## src/rtl/slc_pkg.sv

```systemverilog
// constants shared by the serial link configuration register bank
// assumes a 32-bit register bus and a word index taken from byte address bits 9:2
package slc_pkg;

  // ==========================================================
  // geometry
  localparam int NUM_LINKS = 8;
  localparam int GAP_W = 11;
  localparam int CHAN_W = 5;
  localparam int IDX_W = 8;
  localparam int ADDR_W = 10;
  localparam int DATA_W = 32;

  // ==========================================================
  // register indices (byte address is four times the index)
  localparam logic [IDX_W-1:0] CTRL_BASE_IDX = 8'h80;
  localparam logic [IDX_W-1:0] STATIC_BASE_IDX = 8'ha0;
  localparam logic [IDX_W-1:0] IRQ_STATUS_IDX = 8'hc0;
  localparam logic [IDX_W-1:0] IRQ_MASK_IDX = 8'hc1;

  // ==========================================================
  // link control word fields
  localparam int EN_BIT = 31;
  localparam int WIRE_BIT = 30;
  localparam int ERR_BIT = 27;
  localparam int ISSUED_BIT = 26;
  localparam int HELD_BIT = 25;
  localparam int GREET_BIT = 24;
  localparam int RXRST_BIT = 23;
  localparam int SYMGAP_LSB = 11;
  localparam int TOKGAP_LSB = 0;
  localparam logic RST_EN = 1'b0;
  localparam logic RST_WIRE = 1'b0;
  localparam logic [GAP_W-1:0] RST_GAP = 11'h000;

  // ==========================================================
  // static forwarding word fields
  localparam int STATIC_EN_BIT = 31;
  localparam int PROC_BIT = 8;
  localparam int CHAN_LSB = 0;
  localparam logic [CHAN_W-1:0] RST_CHAN = 5'h00;

  // ==========================================================
  // interrupt status layout: errors low byte, credit gained high byte
  localparam int IRQ_ERR_LSB = 0;
  localparam int IRQ_CRED_LSB = 8;
  localparam int IRQ_W = 16;

  // static words are ordered C, D, A, B, G, H, E, F; links A..H are 0..7
  function automatic logic [2:0] static_link_of_word(input logic [2:0] word);
    case (word)
      3'h0: static_link_of_word = 3'h2;
      3'h1: static_link_of_word = 3'h3;
      3'h2: static_link_of_word = 3'h0;
      3'h3: static_link_of_word = 3'h1;
      3'h4: static_link_of_word = 3'h6;
      3'h5: static_link_of_word = 3'h7;
      3'h6: static_link_of_word = 3'h4;
      default: static_link_of_word = 3'h5;
    endcase
  endfunction : static_link_of_word

endpackage : slc_pkg

```

## src/rtl/slc_irq.sv

```systemverilog
// sticky interrupt status with mask and one level output
// assumes event pulses and write-one-to-clear strobes on clk
`timescale 1ns/100ps
module slc_irq #(
  parameter int WIDTH = slc_pkg::IRQ_W
) (
  // clock and reset
  input wire logic clk,
  input wire logic srst,
  input wire logic ce,
  // events and software access
  input wire logic [WIDTH-1:0] events,
  input wire logic [WIDTH-1:0] clearBits,
  input wire logic maskWrite,
  input wire logic [WIDTH-1:0] maskData,
  // state
  output logic [WIDTH-1:0] status,
  output logic [WIDTH-1:0] mask,
  output logic irq
);

  // ==========================================================
  // a new event wins over a clear in the same cycle
  always_ff @(posedge clk) begin
    if (srst) begin
      status <= '0;
    end else if (ce) begin
      status <= (status & ~clearBits) | events;
    end
  end

  always_ff @(posedge clk) begin
    if (srst) begin
      mask <= '0;
    end else if (ce && maskWrite) begin
      mask <= maskData;
    end
  end

  assign irq = |(status & mask);

endmodule : slc_irq

```

## src/rtl/slc_link_chan.sv

```systemverilog
// per-link credit, error and transmit pacing state
// assumes link-side event pulses are on clk; commands are one-cycle pulses
`timescale 1ns/100ps
module slc_link_chan (
  // clock and reset
  input wire logic clk,
  input wire logic srst,
  input wire logic ce,
  // configuration and commands from the register bank
  input wire logic linkEnable,
  input wire logic [slc_pkg::GAP_W-1:0] symGap,
  input wire logic [slc_pkg::GAP_W-1:0] tokGap,
  input wire logic cmdGreet,
  input wire logic cmdRxReset,
  // events from the link logic
  input wire logic rxOverflow,
  input wire logic rxIllegal,
  input wire logic creditGained,
  input wire logic creditIssuedEv,
  input wire logic symSent,
  input wire logic tokSent,
  // state and commands to the link logic
  output logic errFlag,
  output logic creditIssued,
  output logic creditHeld,
  output logic txAllowed,
  output logic symReady,
  output logic tokReady,
  output logic greetingToken,
  output logic rxRestart
);

  logic [slc_pkg::GAP_W:0] symCnt;
  logic [slc_pkg::GAP_W:0] tokCnt;

  // idle gap is field plus one clocks, counted down to zero
  function automatic logic [slc_pkg::GAP_W:0] pace_next(input logic sent,
      input logic [slc_pkg::GAP_W-1:0] gap, input logic [slc_pkg::GAP_W:0] cnt);
    if (sent) begin
      pace_next = {1'b0, gap} + 1'b1;
    end else if (cnt != '0) begin
      pace_next = cnt - 1'b1;
    end else begin
      pace_next = cnt;
    end
  endfunction : pace_next

  // ==========================================================
  // error flag: receiver reset clears it, a new error wins
  always_ff @(posedge clk) begin
    if (srst) begin
      errFlag <= 1'b0;
    end else if (ce) begin
      if (linkEnable && (rxOverflow || rxIllegal)) begin
        errFlag <= 1'b1;
      end else if (cmdRxReset) begin
        errFlag <= 1'b0;
      end
    end
  end

  // ==========================================================
  // credit state
  always_ff @(posedge clk) begin
    if (srst) begin
      creditHeld <= 1'b0;
      creditIssued <= 1'b0;
    end else if (ce) begin
      if (!linkEnable) begin
        creditHeld <= 1'b0;
        creditIssued <= 1'b0;
      end else begin
        if (creditGained) begin
          creditHeld <= 1'b1;
        end else if (cmdGreet) begin
          creditHeld <= 1'b0;
        end
        if (creditIssuedEv) begin
          creditIssued <= 1'b1;
        end else if (cmdRxReset) begin
          creditIssued <= 1'b0;
        end
      end
    end
  end

  // ==========================================================
  // command pulses and pacing
  always_ff @(posedge clk) begin
    if (srst) begin
      greetingToken <= 1'b0;
      rxRestart <= 1'b0;
    end else if (ce) begin
      greetingToken <= cmdGreet && linkEnable;
      rxRestart <= cmdRxReset;
    end else begin
      greetingToken <= 1'b0;
      rxRestart <= 1'b0;
    end
  end

  always_ff @(posedge clk) begin
    if (srst) begin
      symCnt <= '0;
      tokCnt <= '0;
    end else if (ce) begin
      symCnt <= pace_next(symSent, symGap, symCnt);
      tokCnt <= pace_next(tokSent, tokGap, tokCnt);
    end
  end

  assign symReady = (symCnt == '0);
  assign tokReady = (tokCnt == '0);
  // transmitting without credit would overrun the far receiver
  assign txAllowed = linkEnable && creditHeld;

endmodule : slc_link_chan

```

## src/rtl/slc_regs.sv

```systemverilog
// serial link configuration register bank with Avalon-MM slave
// assumes link logic and bus master share clk; link events are one-cycle pulses
//
// Register access over Avalon-MM was decided locally.
`timescale 1ns/100ps
module slc_regs #(
  parameter int NUM_LINKS = slc_pkg::NUM_LINKS
) (
  // clock, reset, enable
  input wire logic clk,
  input wire logic srst,
  input wire logic ce,
  // avalon-mm slave
  input wire logic [slc_pkg::ADDR_W-1:0] address,
  input wire logic read,
  input wire logic write,
  input wire logic [slc_pkg::DATA_W-1:0] writedata,
  input wire logic [3:0] byteenable,
  output logic [slc_pkg::DATA_W-1:0] readdata,
  output logic waitrequest,
  // interrupt
  output logic irq,
  // events from the link logic, one bit per link
  input wire logic [NUM_LINKS-1:0] rxOverflow,
  input wire logic [NUM_LINKS-1:0] rxIllegal,
  input wire logic [NUM_LINKS-1:0] creditGained,
  input wire logic [NUM_LINKS-1:0] creditIssuedEv,
  input wire logic [NUM_LINKS-1:0] symSent,
  input wire logic [NUM_LINKS-1:0] tokSent,
  // link configuration and commands
  output logic [NUM_LINKS-1:0] linkEnable,
  output logic [NUM_LINKS-1:0] pinOwn,
  output logic [NUM_LINKS-1:0] fiveWire,
  output logic [NUM_LINKS-1:0] txAllowed,
  output logic [NUM_LINKS-1:0] symReady,
  output logic [NUM_LINKS-1:0] tokReady,
  output logic [NUM_LINKS-1:0] greetingToken,
  output logic [NUM_LINKS-1:0] rxRestart,
  // static forwarding, indexed by link A..H
  output logic [NUM_LINKS-1:0] staticForward,
  output logic [NUM_LINKS-1:0] staticProc,
  output logic [NUM_LINKS-1:0][slc_pkg::CHAN_W-1:0] staticChanEnd
);

  // ==========================================================
  // register storage
  logic [NUM_LINKS-1:0][slc_pkg::GAP_W-1:0] symGap;
  logic [NUM_LINKS-1:0][slc_pkg::GAP_W-1:0] tokGap;
  logic [NUM_LINKS-1:0] staticEnWord;
  logic [NUM_LINKS-1:0] staticProcWord;
  logic [NUM_LINKS-1:0][slc_pkg::CHAN_W-1:0] staticChanWord;
  logic [NUM_LINKS-1:0] errFlag;
  logic [NUM_LINKS-1:0] creditIssued;
  logic [NUM_LINKS-1:0] creditHeld;
  logic [NUM_LINKS-1:0] cmdGreet;
  logic [NUM_LINKS-1:0] cmdRxReset;
  logic [slc_pkg::IRQ_W-1:0] irqStatus;
  logic [slc_pkg::IRQ_W-1:0] irqMask;
  logic [slc_pkg::IRQ_W-1:0] irqEvents;
  logic [slc_pkg::IRQ_W-1:0] irqClear;
  logic irqMaskWrite;
  logic [NUM_LINKS-1:0] heldPrev;

  // ==========================================================
  // bus decode
  logic ack;
  logic [slc_pkg::IDX_W-1:0] idx;
  logic [slc_pkg::IDX_W-1:0] ctrlOff;
  logic [slc_pkg::IDX_W-1:0] staticOff;
  logic ctrlHit;
  logic staticHit;
  logic [2:0] linkSel;
  logic [2:0] staticSel;
  logic wrStrobe;
  logic [slc_pkg::DATA_W-1:0] wrMerged;
  logic [slc_pkg::DATA_W-1:0] next_readdata;

  assign idx = address[slc_pkg::ADDR_W-1:2];
  assign ctrlOff = idx - slc_pkg::CTRL_BASE_IDX;
  assign staticOff = idx - slc_pkg::STATIC_BASE_IDX;
  // one word per link from the base upwards
  assign ctrlHit = (idx >= slc_pkg::CTRL_BASE_IDX) && (ctrlOff < NUM_LINKS);
  assign staticHit = (idx >= slc_pkg::STATIC_BASE_IDX) && (staticOff < NUM_LINKS);
  assign linkSel = ctrlOff[2:0];
  assign staticSel = staticOff[2:0];
  // a write lands only at the edge where waitrequest is seen low
  assign wrStrobe = write && ack && ce;

  // byte lanes not enabled keep their old contents
  function automatic logic [slc_pkg::DATA_W-1:0] be_merge(
      input logic [slc_pkg::DATA_W-1:0] oldVal, input logic [slc_pkg::DATA_W-1:0] newVal,
      input logic [3:0] be);
    for (int b = 0; b < 4; b++) begin
      be_merge[b*8 +: 8] = be[b] ? newVal[b*8 +: 8] : oldVal[b*8 +: 8];
    end
  endfunction : be_merge

  // view of a control word as software sees it
  function automatic logic [slc_pkg::DATA_W-1:0] ctrl_word(input logic en, input logic five,
      input logic err, input logic issued, input logic held,
      input logic [slc_pkg::GAP_W-1:0] sg, input logic [slc_pkg::GAP_W-1:0] tg);
    ctrl_word = '0;
    ctrl_word[slc_pkg::EN_BIT] = en;
    ctrl_word[slc_pkg::WIRE_BIT] = five;
    ctrl_word[slc_pkg::ERR_BIT] = err;
    ctrl_word[slc_pkg::ISSUED_BIT] = issued;
    ctrl_word[slc_pkg::HELD_BIT] = held;
    ctrl_word[slc_pkg::SYMGAP_LSB +: slc_pkg::GAP_W] = sg;
    ctrl_word[slc_pkg::TOKGAP_LSB +: slc_pkg::GAP_W] = tg;
  endfunction : ctrl_word

  function automatic logic [slc_pkg::DATA_W-1:0] static_word(input logic en, input logic proc,
      input logic [slc_pkg::CHAN_W-1:0] chan);
    static_word = '0;
    static_word[slc_pkg::STATIC_EN_BIT] = en;
    static_word[slc_pkg::PROC_BIT] = proc;
    static_word[slc_pkg::CHAN_LSB +: slc_pkg::CHAN_W] = chan;
  endfunction : static_word

  // merged write data against the addressed register's current value
  always_comb begin
    if (ctrlHit) begin
      wrMerged = be_merge(ctrl_word(linkEnable[linkSel], fiveWire[linkSel], 1'b0, 1'b0,
          1'b0, symGap[linkSel], tokGap[linkSel]), writedata, byteenable);
    end else if (staticHit) begin
      wrMerged = be_merge(static_word(staticEnWord[staticSel], staticProcWord[staticSel],
          staticChanWord[staticSel]), writedata, byteenable);
    end else if (idx == slc_pkg::IRQ_MASK_IDX) begin
      wrMerged = be_merge({{(slc_pkg::DATA_W-slc_pkg::IRQ_W){1'b0}}, irqMask}, writedata,
          byteenable);
    end else begin
      wrMerged = be_merge('0, writedata, byteenable);
    end
  end

  // ==========================================================
  // bus handshake: one wait cycle, answer on the second cycle
  always_ff @(posedge clk) begin
    if (srst) begin
      ack <= 1'b0;
    end else if (ce) begin
      ack <= (read || write) && !ack;
    end
  end

  assign waitrequest = !ack;

  always_comb begin
    next_readdata = '0;
    if (ctrlHit) begin
      next_readdata = ctrl_word(linkEnable[linkSel], fiveWire[linkSel], errFlag[linkSel],
          creditIssued[linkSel], creditHeld[linkSel], symGap[linkSel], tokGap[linkSel]);
    end else if (staticHit) begin
      next_readdata = static_word(staticEnWord[staticSel], staticProcWord[staticSel],
          staticChanWord[staticSel]);
    end else if (idx == slc_pkg::IRQ_STATUS_IDX) begin
      next_readdata[slc_pkg::IRQ_W-1:0] = irqStatus;
    end else if (idx == slc_pkg::IRQ_MASK_IDX) begin
      next_readdata[slc_pkg::IRQ_W-1:0] = irqMask;
    end
  end

  // unmapped indices read as zero
  always_ff @(posedge clk) begin
    if (srst) begin
      readdata <= '0;
    end else if (ce && read && !ack) begin
      readdata <= next_readdata;
    end
  end

  // ==========================================================
  // link control words
  always_ff @(posedge clk) begin
    if (srst) begin
      linkEnable <= {NUM_LINKS{slc_pkg::RST_EN}};
      fiveWire <= {NUM_LINKS{slc_pkg::RST_WIRE}};
    end else if (wrStrobe && ctrlHit) begin
      linkEnable[linkSel] <= wrMerged[slc_pkg::EN_BIT];
      fiveWire[linkSel] <= wrMerged[slc_pkg::WIRE_BIT];
    end
  end

  always_ff @(posedge clk) begin
    if (srst) begin
      symGap <= {NUM_LINKS{slc_pkg::RST_GAP}};
      tokGap <= {NUM_LINKS{slc_pkg::RST_GAP}};
    end else if (wrStrobe && ctrlHit) begin
      symGap[linkSel] <= wrMerged[slc_pkg::SYMGAP_LSB +: slc_pkg::GAP_W];
      tokGap[linkSel] <= wrMerged[slc_pkg::TOKGAP_LSB +: slc_pkg::GAP_W];
    end
  end

  // command bits act on the write and are never stored
  always_comb begin
    cmdGreet = '0;
    cmdRxReset = '0;
    if (wrStrobe && ctrlHit) begin
      cmdGreet[linkSel] = byteenable[slc_pkg::GREET_BIT/8] && writedata[slc_pkg::GREET_BIT];
      cmdRxReset[linkSel] = byteenable[slc_pkg::RXRST_BIT/8] &&
          writedata[slc_pkg::RXRST_BIT];
    end
  end

  // shared port pins follow the enable; overlapping links must not both be enabled
  assign pinOwn = linkEnable;

  // ==========================================================
  // static forwarding words
  always_ff @(posedge clk) begin
    if (srst) begin
      staticEnWord <= '0;
      staticProcWord <= '0;
      staticChanWord <= {NUM_LINKS{slc_pkg::RST_CHAN}};
    end else if (wrStrobe && staticHit) begin
      staticEnWord[staticSel] <= wrMerged[slc_pkg::STATIC_EN_BIT];
      staticProcWord[staticSel] <= wrMerged[slc_pkg::PROC_BIT];
      staticChanWord[staticSel] <= wrMerged[slc_pkg::CHAN_LSB +: slc_pkg::CHAN_W];
    end
  end

  // outputs reordered from word order to link letter order
  always_ff @(posedge clk) begin
    if (srst) begin
      staticForward <= '0;
      staticProc <= '0;
      staticChanEnd <= {NUM_LINKS{slc_pkg::RST_CHAN}};
    end else if (ce) begin
      for (int w = 0; w < NUM_LINKS; w++) begin
        staticForward[slc_pkg::static_link_of_word(3'(w))] <= staticEnWord[w];
        staticProc[slc_pkg::static_link_of_word(3'(w))] <= staticProcWord[w];
        staticChanEnd[slc_pkg::static_link_of_word(3'(w))] <= staticChanWord[w];
      end
    end
  end

  // ==========================================================
  // per-link state
  for (genvar g = 0; g < NUM_LINKS; g++) begin : gLink
    slc_link_chan uChan (
      .clk(clk),
      .srst(srst),
      .ce(ce),
      .linkEnable(linkEnable[g]),
      .symGap(symGap[g]),
      .tokGap(tokGap[g]),
      .cmdGreet(cmdGreet[g]),
      .cmdRxReset(cmdRxReset[g]),
      .rxOverflow(rxOverflow[g]),
      .rxIllegal(rxIllegal[g]),
      .creditGained(creditGained[g]),
      .creditIssuedEv(creditIssuedEv[g]),
      .symSent(symSent[g]),
      .tokSent(tokSent[g]),
      .errFlag(errFlag[g]),
      .creditIssued(creditIssued[g]),
      .creditHeld(creditHeld[g]),
      .txAllowed(txAllowed[g]),
      .symReady(symReady[g]),
      .tokReady(tokReady[g]),
      .greetingToken(greetingToken[g]),
      .rxRestart(rxRestart[g])
    );
  end

  // ==========================================================
  // interrupts: error events and newly gained credit
  always_ff @(posedge clk) begin
    if (srst) begin
      heldPrev <= '0;
    end else if (ce) begin
      heldPrev <= creditHeld;
    end
  end

  always_comb begin
    irqEvents = '0;
    irqEvents[slc_pkg::IRQ_ERR_LSB +: NUM_LINKS] = linkEnable & (rxOverflow | rxIllegal);
    irqEvents[slc_pkg::IRQ_CRED_LSB +: NUM_LINKS] = creditHeld & ~heldPrev;
  end

  assign irqClear = (wrStrobe && idx == slc_pkg::IRQ_STATUS_IDX) ?
      wrMerged[slc_pkg::IRQ_W-1:0] : '0;
  assign irqMaskWrite = wrStrobe && (idx == slc_pkg::IRQ_MASK_IDX);

  slc_irq #(
    .WIDTH(slc_pkg::IRQ_W)
  ) uIrq (
    .clk(clk),
    .srst(srst),
    .ce(ce),
    .events(irqEvents),
    .clearBits(irqClear),
    .maskWrite(irqMaskWrite),
    .maskData(wrMerged[slc_pkg::IRQ_W-1:0]),
    .status(irqStatus),
    .mask(irqMask),
    .irq(irq)
  );

endmodule : slc_regs
```

## config.mk

```make
export PLATFORM = sky130hd
export DESIGN_NAME = slc_regs
export DESIGN_NICKNAME = d
export VERILOG_FILES = /design/src/rtl/slc_pkg.sv /design/src/rtl/slc_irq.sv /design/src/rtl/slc_link_chan.sv /design/src/rtl/slc_regs.sv
export SDC_FILE = /design/constraint.sdc
export NUM_CORES = 2
export LEC_CHECK = 0
export ABC_AREA = 1
export BUFFER_PORTS_ARGS = -buffer_cell sky130_fd_sc_hd__buf_4
export CAP_MARGIN = 40
export CORE_MARGIN = 1
export CORE_UTILIZATION = 46
export DETAILED_ROUTE_END_ITERATION = 8
export GPL_ROUTABILITY_DRIVEN = 0
export GPL_TIMING_DRIVEN = 0
export PLACE_DENSITY = 0.61
export SLEW_MARGIN = 15
export SYNTH_ARGS = -nofsm -noshare
export SYNTH_HDL_FRONTEND = slang
export SYNTH_SLANG_ARGS = --single-unit
```

## constraint.sdc

```tcl
create_clock -name clk -period 2.6 [get_ports clk]
set_clock_uncertainty 0.15 [all_clocks]
set_input_delay 0.52 -clock clk [delete_from_list [all_inputs] [get_ports clk]]
set_output_delay 0.52 -clock clk [all_outputs]
set_load 0.005 [all_outputs]
```

==> reports/qor.csv <==
stage;metric;value;unit
outcome;run status;complete, but fails checks;
outcome;failing checks;negative setup slack;
clock_tree;H-tree depth;3;
layout;share of layout cells above drive strength 1;17.3;%
min_path;WHS Path Cells;3;
job;number of max-cap violations;0;
setup_path;reg2reg path depth;20;
global_routing;global-route wire length before repair;207;mm
yosys;Async SR Flop Fraction;0;%
drt;DRC errors left;0;
timing;Final WS setup;-0.246;ns
pwr;Pleak;17.6;nW
layout;Area Growth Syn to Fin;24.3;%
setup_path;CP arrival;2.18;ns
pwr;cell area power density;619;nW/um^2
placement;placed insts;6082;
setup_path;CP Class;reg -> out;
floorplan;Die ar.;71700;sq um
clock_tree;CTS clk-pin slew, worst paths;0.06;ns
timing;period utilization;109;%
yosys;top-area cell type share of the netlist area;37.2;%
pwr;Power Total;0.0250;W
drt;post-route ant nets;0;
clock_tree;CTS max path bufs;3;
clock_tree;CTS tree;yes;
timing;relative slew slack;39.0;%
yosys;Mapped Cells;4881;
yosys;post-synthesis sequential area ratio;37.2;%
global_routing;vias in the first global route;33600;
layout;fillers;6889;
layout;commonest non-fill, non-tap cell in the layout;nand2_1;
floorplan;Core Box Area;70000;sq um
timing;Fmax;0.351;GHz
placement;port bufs;233;
drt;Routed WL;141;mm
setup_path;crit-path max FO;3;
clock_tree;clk root buf;clkbuf_16;
floorplan;IO Pins;253;
setup_path;Worst R2R Start;gLink[1].uChan.tokCnt[0];
layout;final net count;5521;
setup_path;RR Endpoint;gLink[1].uChan.tokCnt[8];
layout;Finished Layout Cells;6390;
clock_tree;CTS Buf Count;72;
placement;Place WS;-1.03;ns
drt;Pre-Repair DR Iteration Count;9;
min_path;worst hold path type;in -> reg;
timing;slew of the pin with the lowest slew margin;0.915;ns
drt;Avg WL per Cell;22.1;um
min_path;HP Start;writedata[24];
global_routing;initial antenna violation count;10;
clock_tree;Clk Latency, worst-skew pair;0.65;ns
yosys;syn avg cell area;6.66;sq um
yosys;number of distinct library cells after synthesis;49;
yosys;synth top area cells;dfxtp_1 37%, nand2_1 10%, o21ai_0 10%;
yosys;Post-synth EDFFs;0;
layout;commonest non-fill, non-tap cells in the layout;867 x nand2_1, 646 x o21ai_0, 579 x dfxtp_1;
floorplan;Initial Util;46.4;%
yosys;Yosys reg bits;604;
drt;via count;36900;
timing;final setup vio count;18;
timing;max-slew violations;0;
placement;dpl hpwl;104;mm
global_routing;GRT Overall Usage;38.4;%
floorplan;Rows;97;
yosys;Ys Warns;0;
global_routing;pin count of the biggest net entering global routing;20;
setup_path;critical path endpoint category;output pin;
yosys;Yosys top cell by area;dfxtp_1;
clock_tree;sinks on the clock net;604;
floorplan;Die Ht;268;um
global_routing;total gr overflow;0;
drt;vias per inst;5.77;
layout;final core utilization;57.7;%
timing;final critical-path required period;2.85;ns
drt;DR iter-0 viols;3788;
min_path;Hold Path End;gLink[4].uChan.greetingToken;
yosys;Mapped Area;32500;sq um
yosys;ys flop type;dfxtp_1;
setup_path;crit start category;register;
floorplan;die width;268;um
timing;Final Hold Violating Endpoints;0;
setup_path;Req. time, crit path;1.93;ns
timing;RSZ-0062 raised after global routing;true;
pwr;peak supply drop;0.000478;V
setup_path;Worst R2R Setup Slack;0.05;ns
## how the worst max path moves through the flow
stage / endpoint / from / cells after the start / slack, ns
after floorplan: staticChanWord[23] / address[7] / 9 / 0.41
after global placement: uIrq.mask[7] / address[3] / 10 / -1.03
after detailed placement: tokGap[7] / address[3] / 10 / -1.03
after CTS: tokReady[1] / gLink[1].uChan.tokCnt[1] / 10 / -0.31
after global routing: tokReady[1] / gLink[1].uChan.tokCnt[0] / 10 / -0.30
final: tokReady[1] / gLink[1].uChan.tokCnt[0] / 10 / -0.25
## Yosys cell counts, types with 11 or more instances
| master | count |
|---|---|
| o21ai_0 | 649 |
| nand3_1 | 359 |
| ha_1 | 33 |
| buf_2 | 74 |
| clkbuf_1 | 148 |
| nor2_1 | 410 |
| nand4_1 | 68 |
| o31ai_1 | 11 |
| dfxtp_1 | 604 |
| a21oi_1 | 532 |
| buf_1 | 13 |
| buf_4 | 77 |
| a211oi_1 | 42 |
| a31oi_1 | 28 |
| inv_2 | 15 |
| xor2_1 | 73 |
| xnor2_1 | 28 |
| nor3_1 | 57 |
| inv_1 | 538 |
| o211ai_1 | 57 |
| nand2_1 | 899 |
| o21ai_1 | 28 |
| or2_2 | 28 |
| nor4_1 | 23 |
## area by class of cell
class | instances | area, sq um | area share, %
Buffer | 304 | 1530 | 3.79
Clock buffer | 108 | 2120 | 5.24
Inverter | 562 | 2120 | 5.24
Sequential cell | 604 | 12100 | 30.0
Tap cell | 940 | 1180 | 2.91
Timing Repair Buffer | 437 | 3510 | 8.69
Antenna cell | 6 | 15.0 | 0.0371
Clock inverter | 21 | 267 | 0.659
Timing Repair inverter | 1 | 5.00 | 0.0124
Multi-Input combinational cell | 3407 | 17600 | 43.4
## per-stage QoR
step                      hold slack, ns  instance area, sq um  TNS (ns)
after global placement             0.293                 35500   -345.27
final                             0.0559                 40400    -0.793
after detailed placement           0.299                 35700   -195.80
after floorplan                    0.286                 32500         0
after global routing              0.0574                 40400     -1.07
after CTS                         0.0350                 39900     -1.34
## report_power, final
group          switching [W]  leakage, nW  total, W  internal, W
clock network        0.00439         1.17    0.0105      0.00607
logic                0.00280         11.5   0.00462      0.00182
registers           0.000328         4.93   0.00994      0.00962
total                0.00752         17.6    0.0250       0.0175
## cell families after synthesis
family,Yosys count,synth area share [%]
other,1,0.0115
xor gates and xnor gates,101,2.72
and+or+nand+nor,1883,24.9
DFF,604,37.2
adders and majority gates,33,1.27
AOI/OAI and AO/OA,1385,22.6
buffers and inverters,874,11.3
## critical path, stage by stage, from the launching register on
cell and delay, ns:
dfxtp_2 0.32, inv_2 0.08, ha_4 0.15, nand3_4 0.07, nor2_4 0.13, nand2_4 0.08, nor2_4 0.11, nand4_1 0.14
nor2_2 0.21, buf_4 0.16, buf_6 0.08
## flip-flops by register name (all words and copies together) (netlist names), 16 cells and up
| name | flops |
|---|---|
| gLink.uChan.symCnt | 96 |
| gLink.uChan.tokCnt | 96 |
| symGap | 88 |
| tokGap | 88 |
| staticChanEnd | 40 |
| staticChanWord | 40 |
| readdata | 27 |
| uIrq.mask | 16 |
| uIrq.status | 16 |
## metal layers
layer / up-vias / global-route usage [%] / share of wire, %
li1: 17200 / - / -
met4: 6 / 22.7 / 6.6
met3: 516 / 8.92 / 10
met2: 2111 / 59.1 / 43
met1: 17000 / 49.0 / 40
met5: - / 0 / 0.028
## timing repair
item / 4_1_cts / 5_1_grt
cloned: 0 / 1
hold buffers: 14 / 0
hold endpoints to repair: 14 / 0
endpoints found under the setup margin: 117 / 140
pin swaps: 63 / 66
resized for setup: 196 / 91
buffers inserted: 139 / 39
No activity file was read; power rests on OpenSTA's default activity.
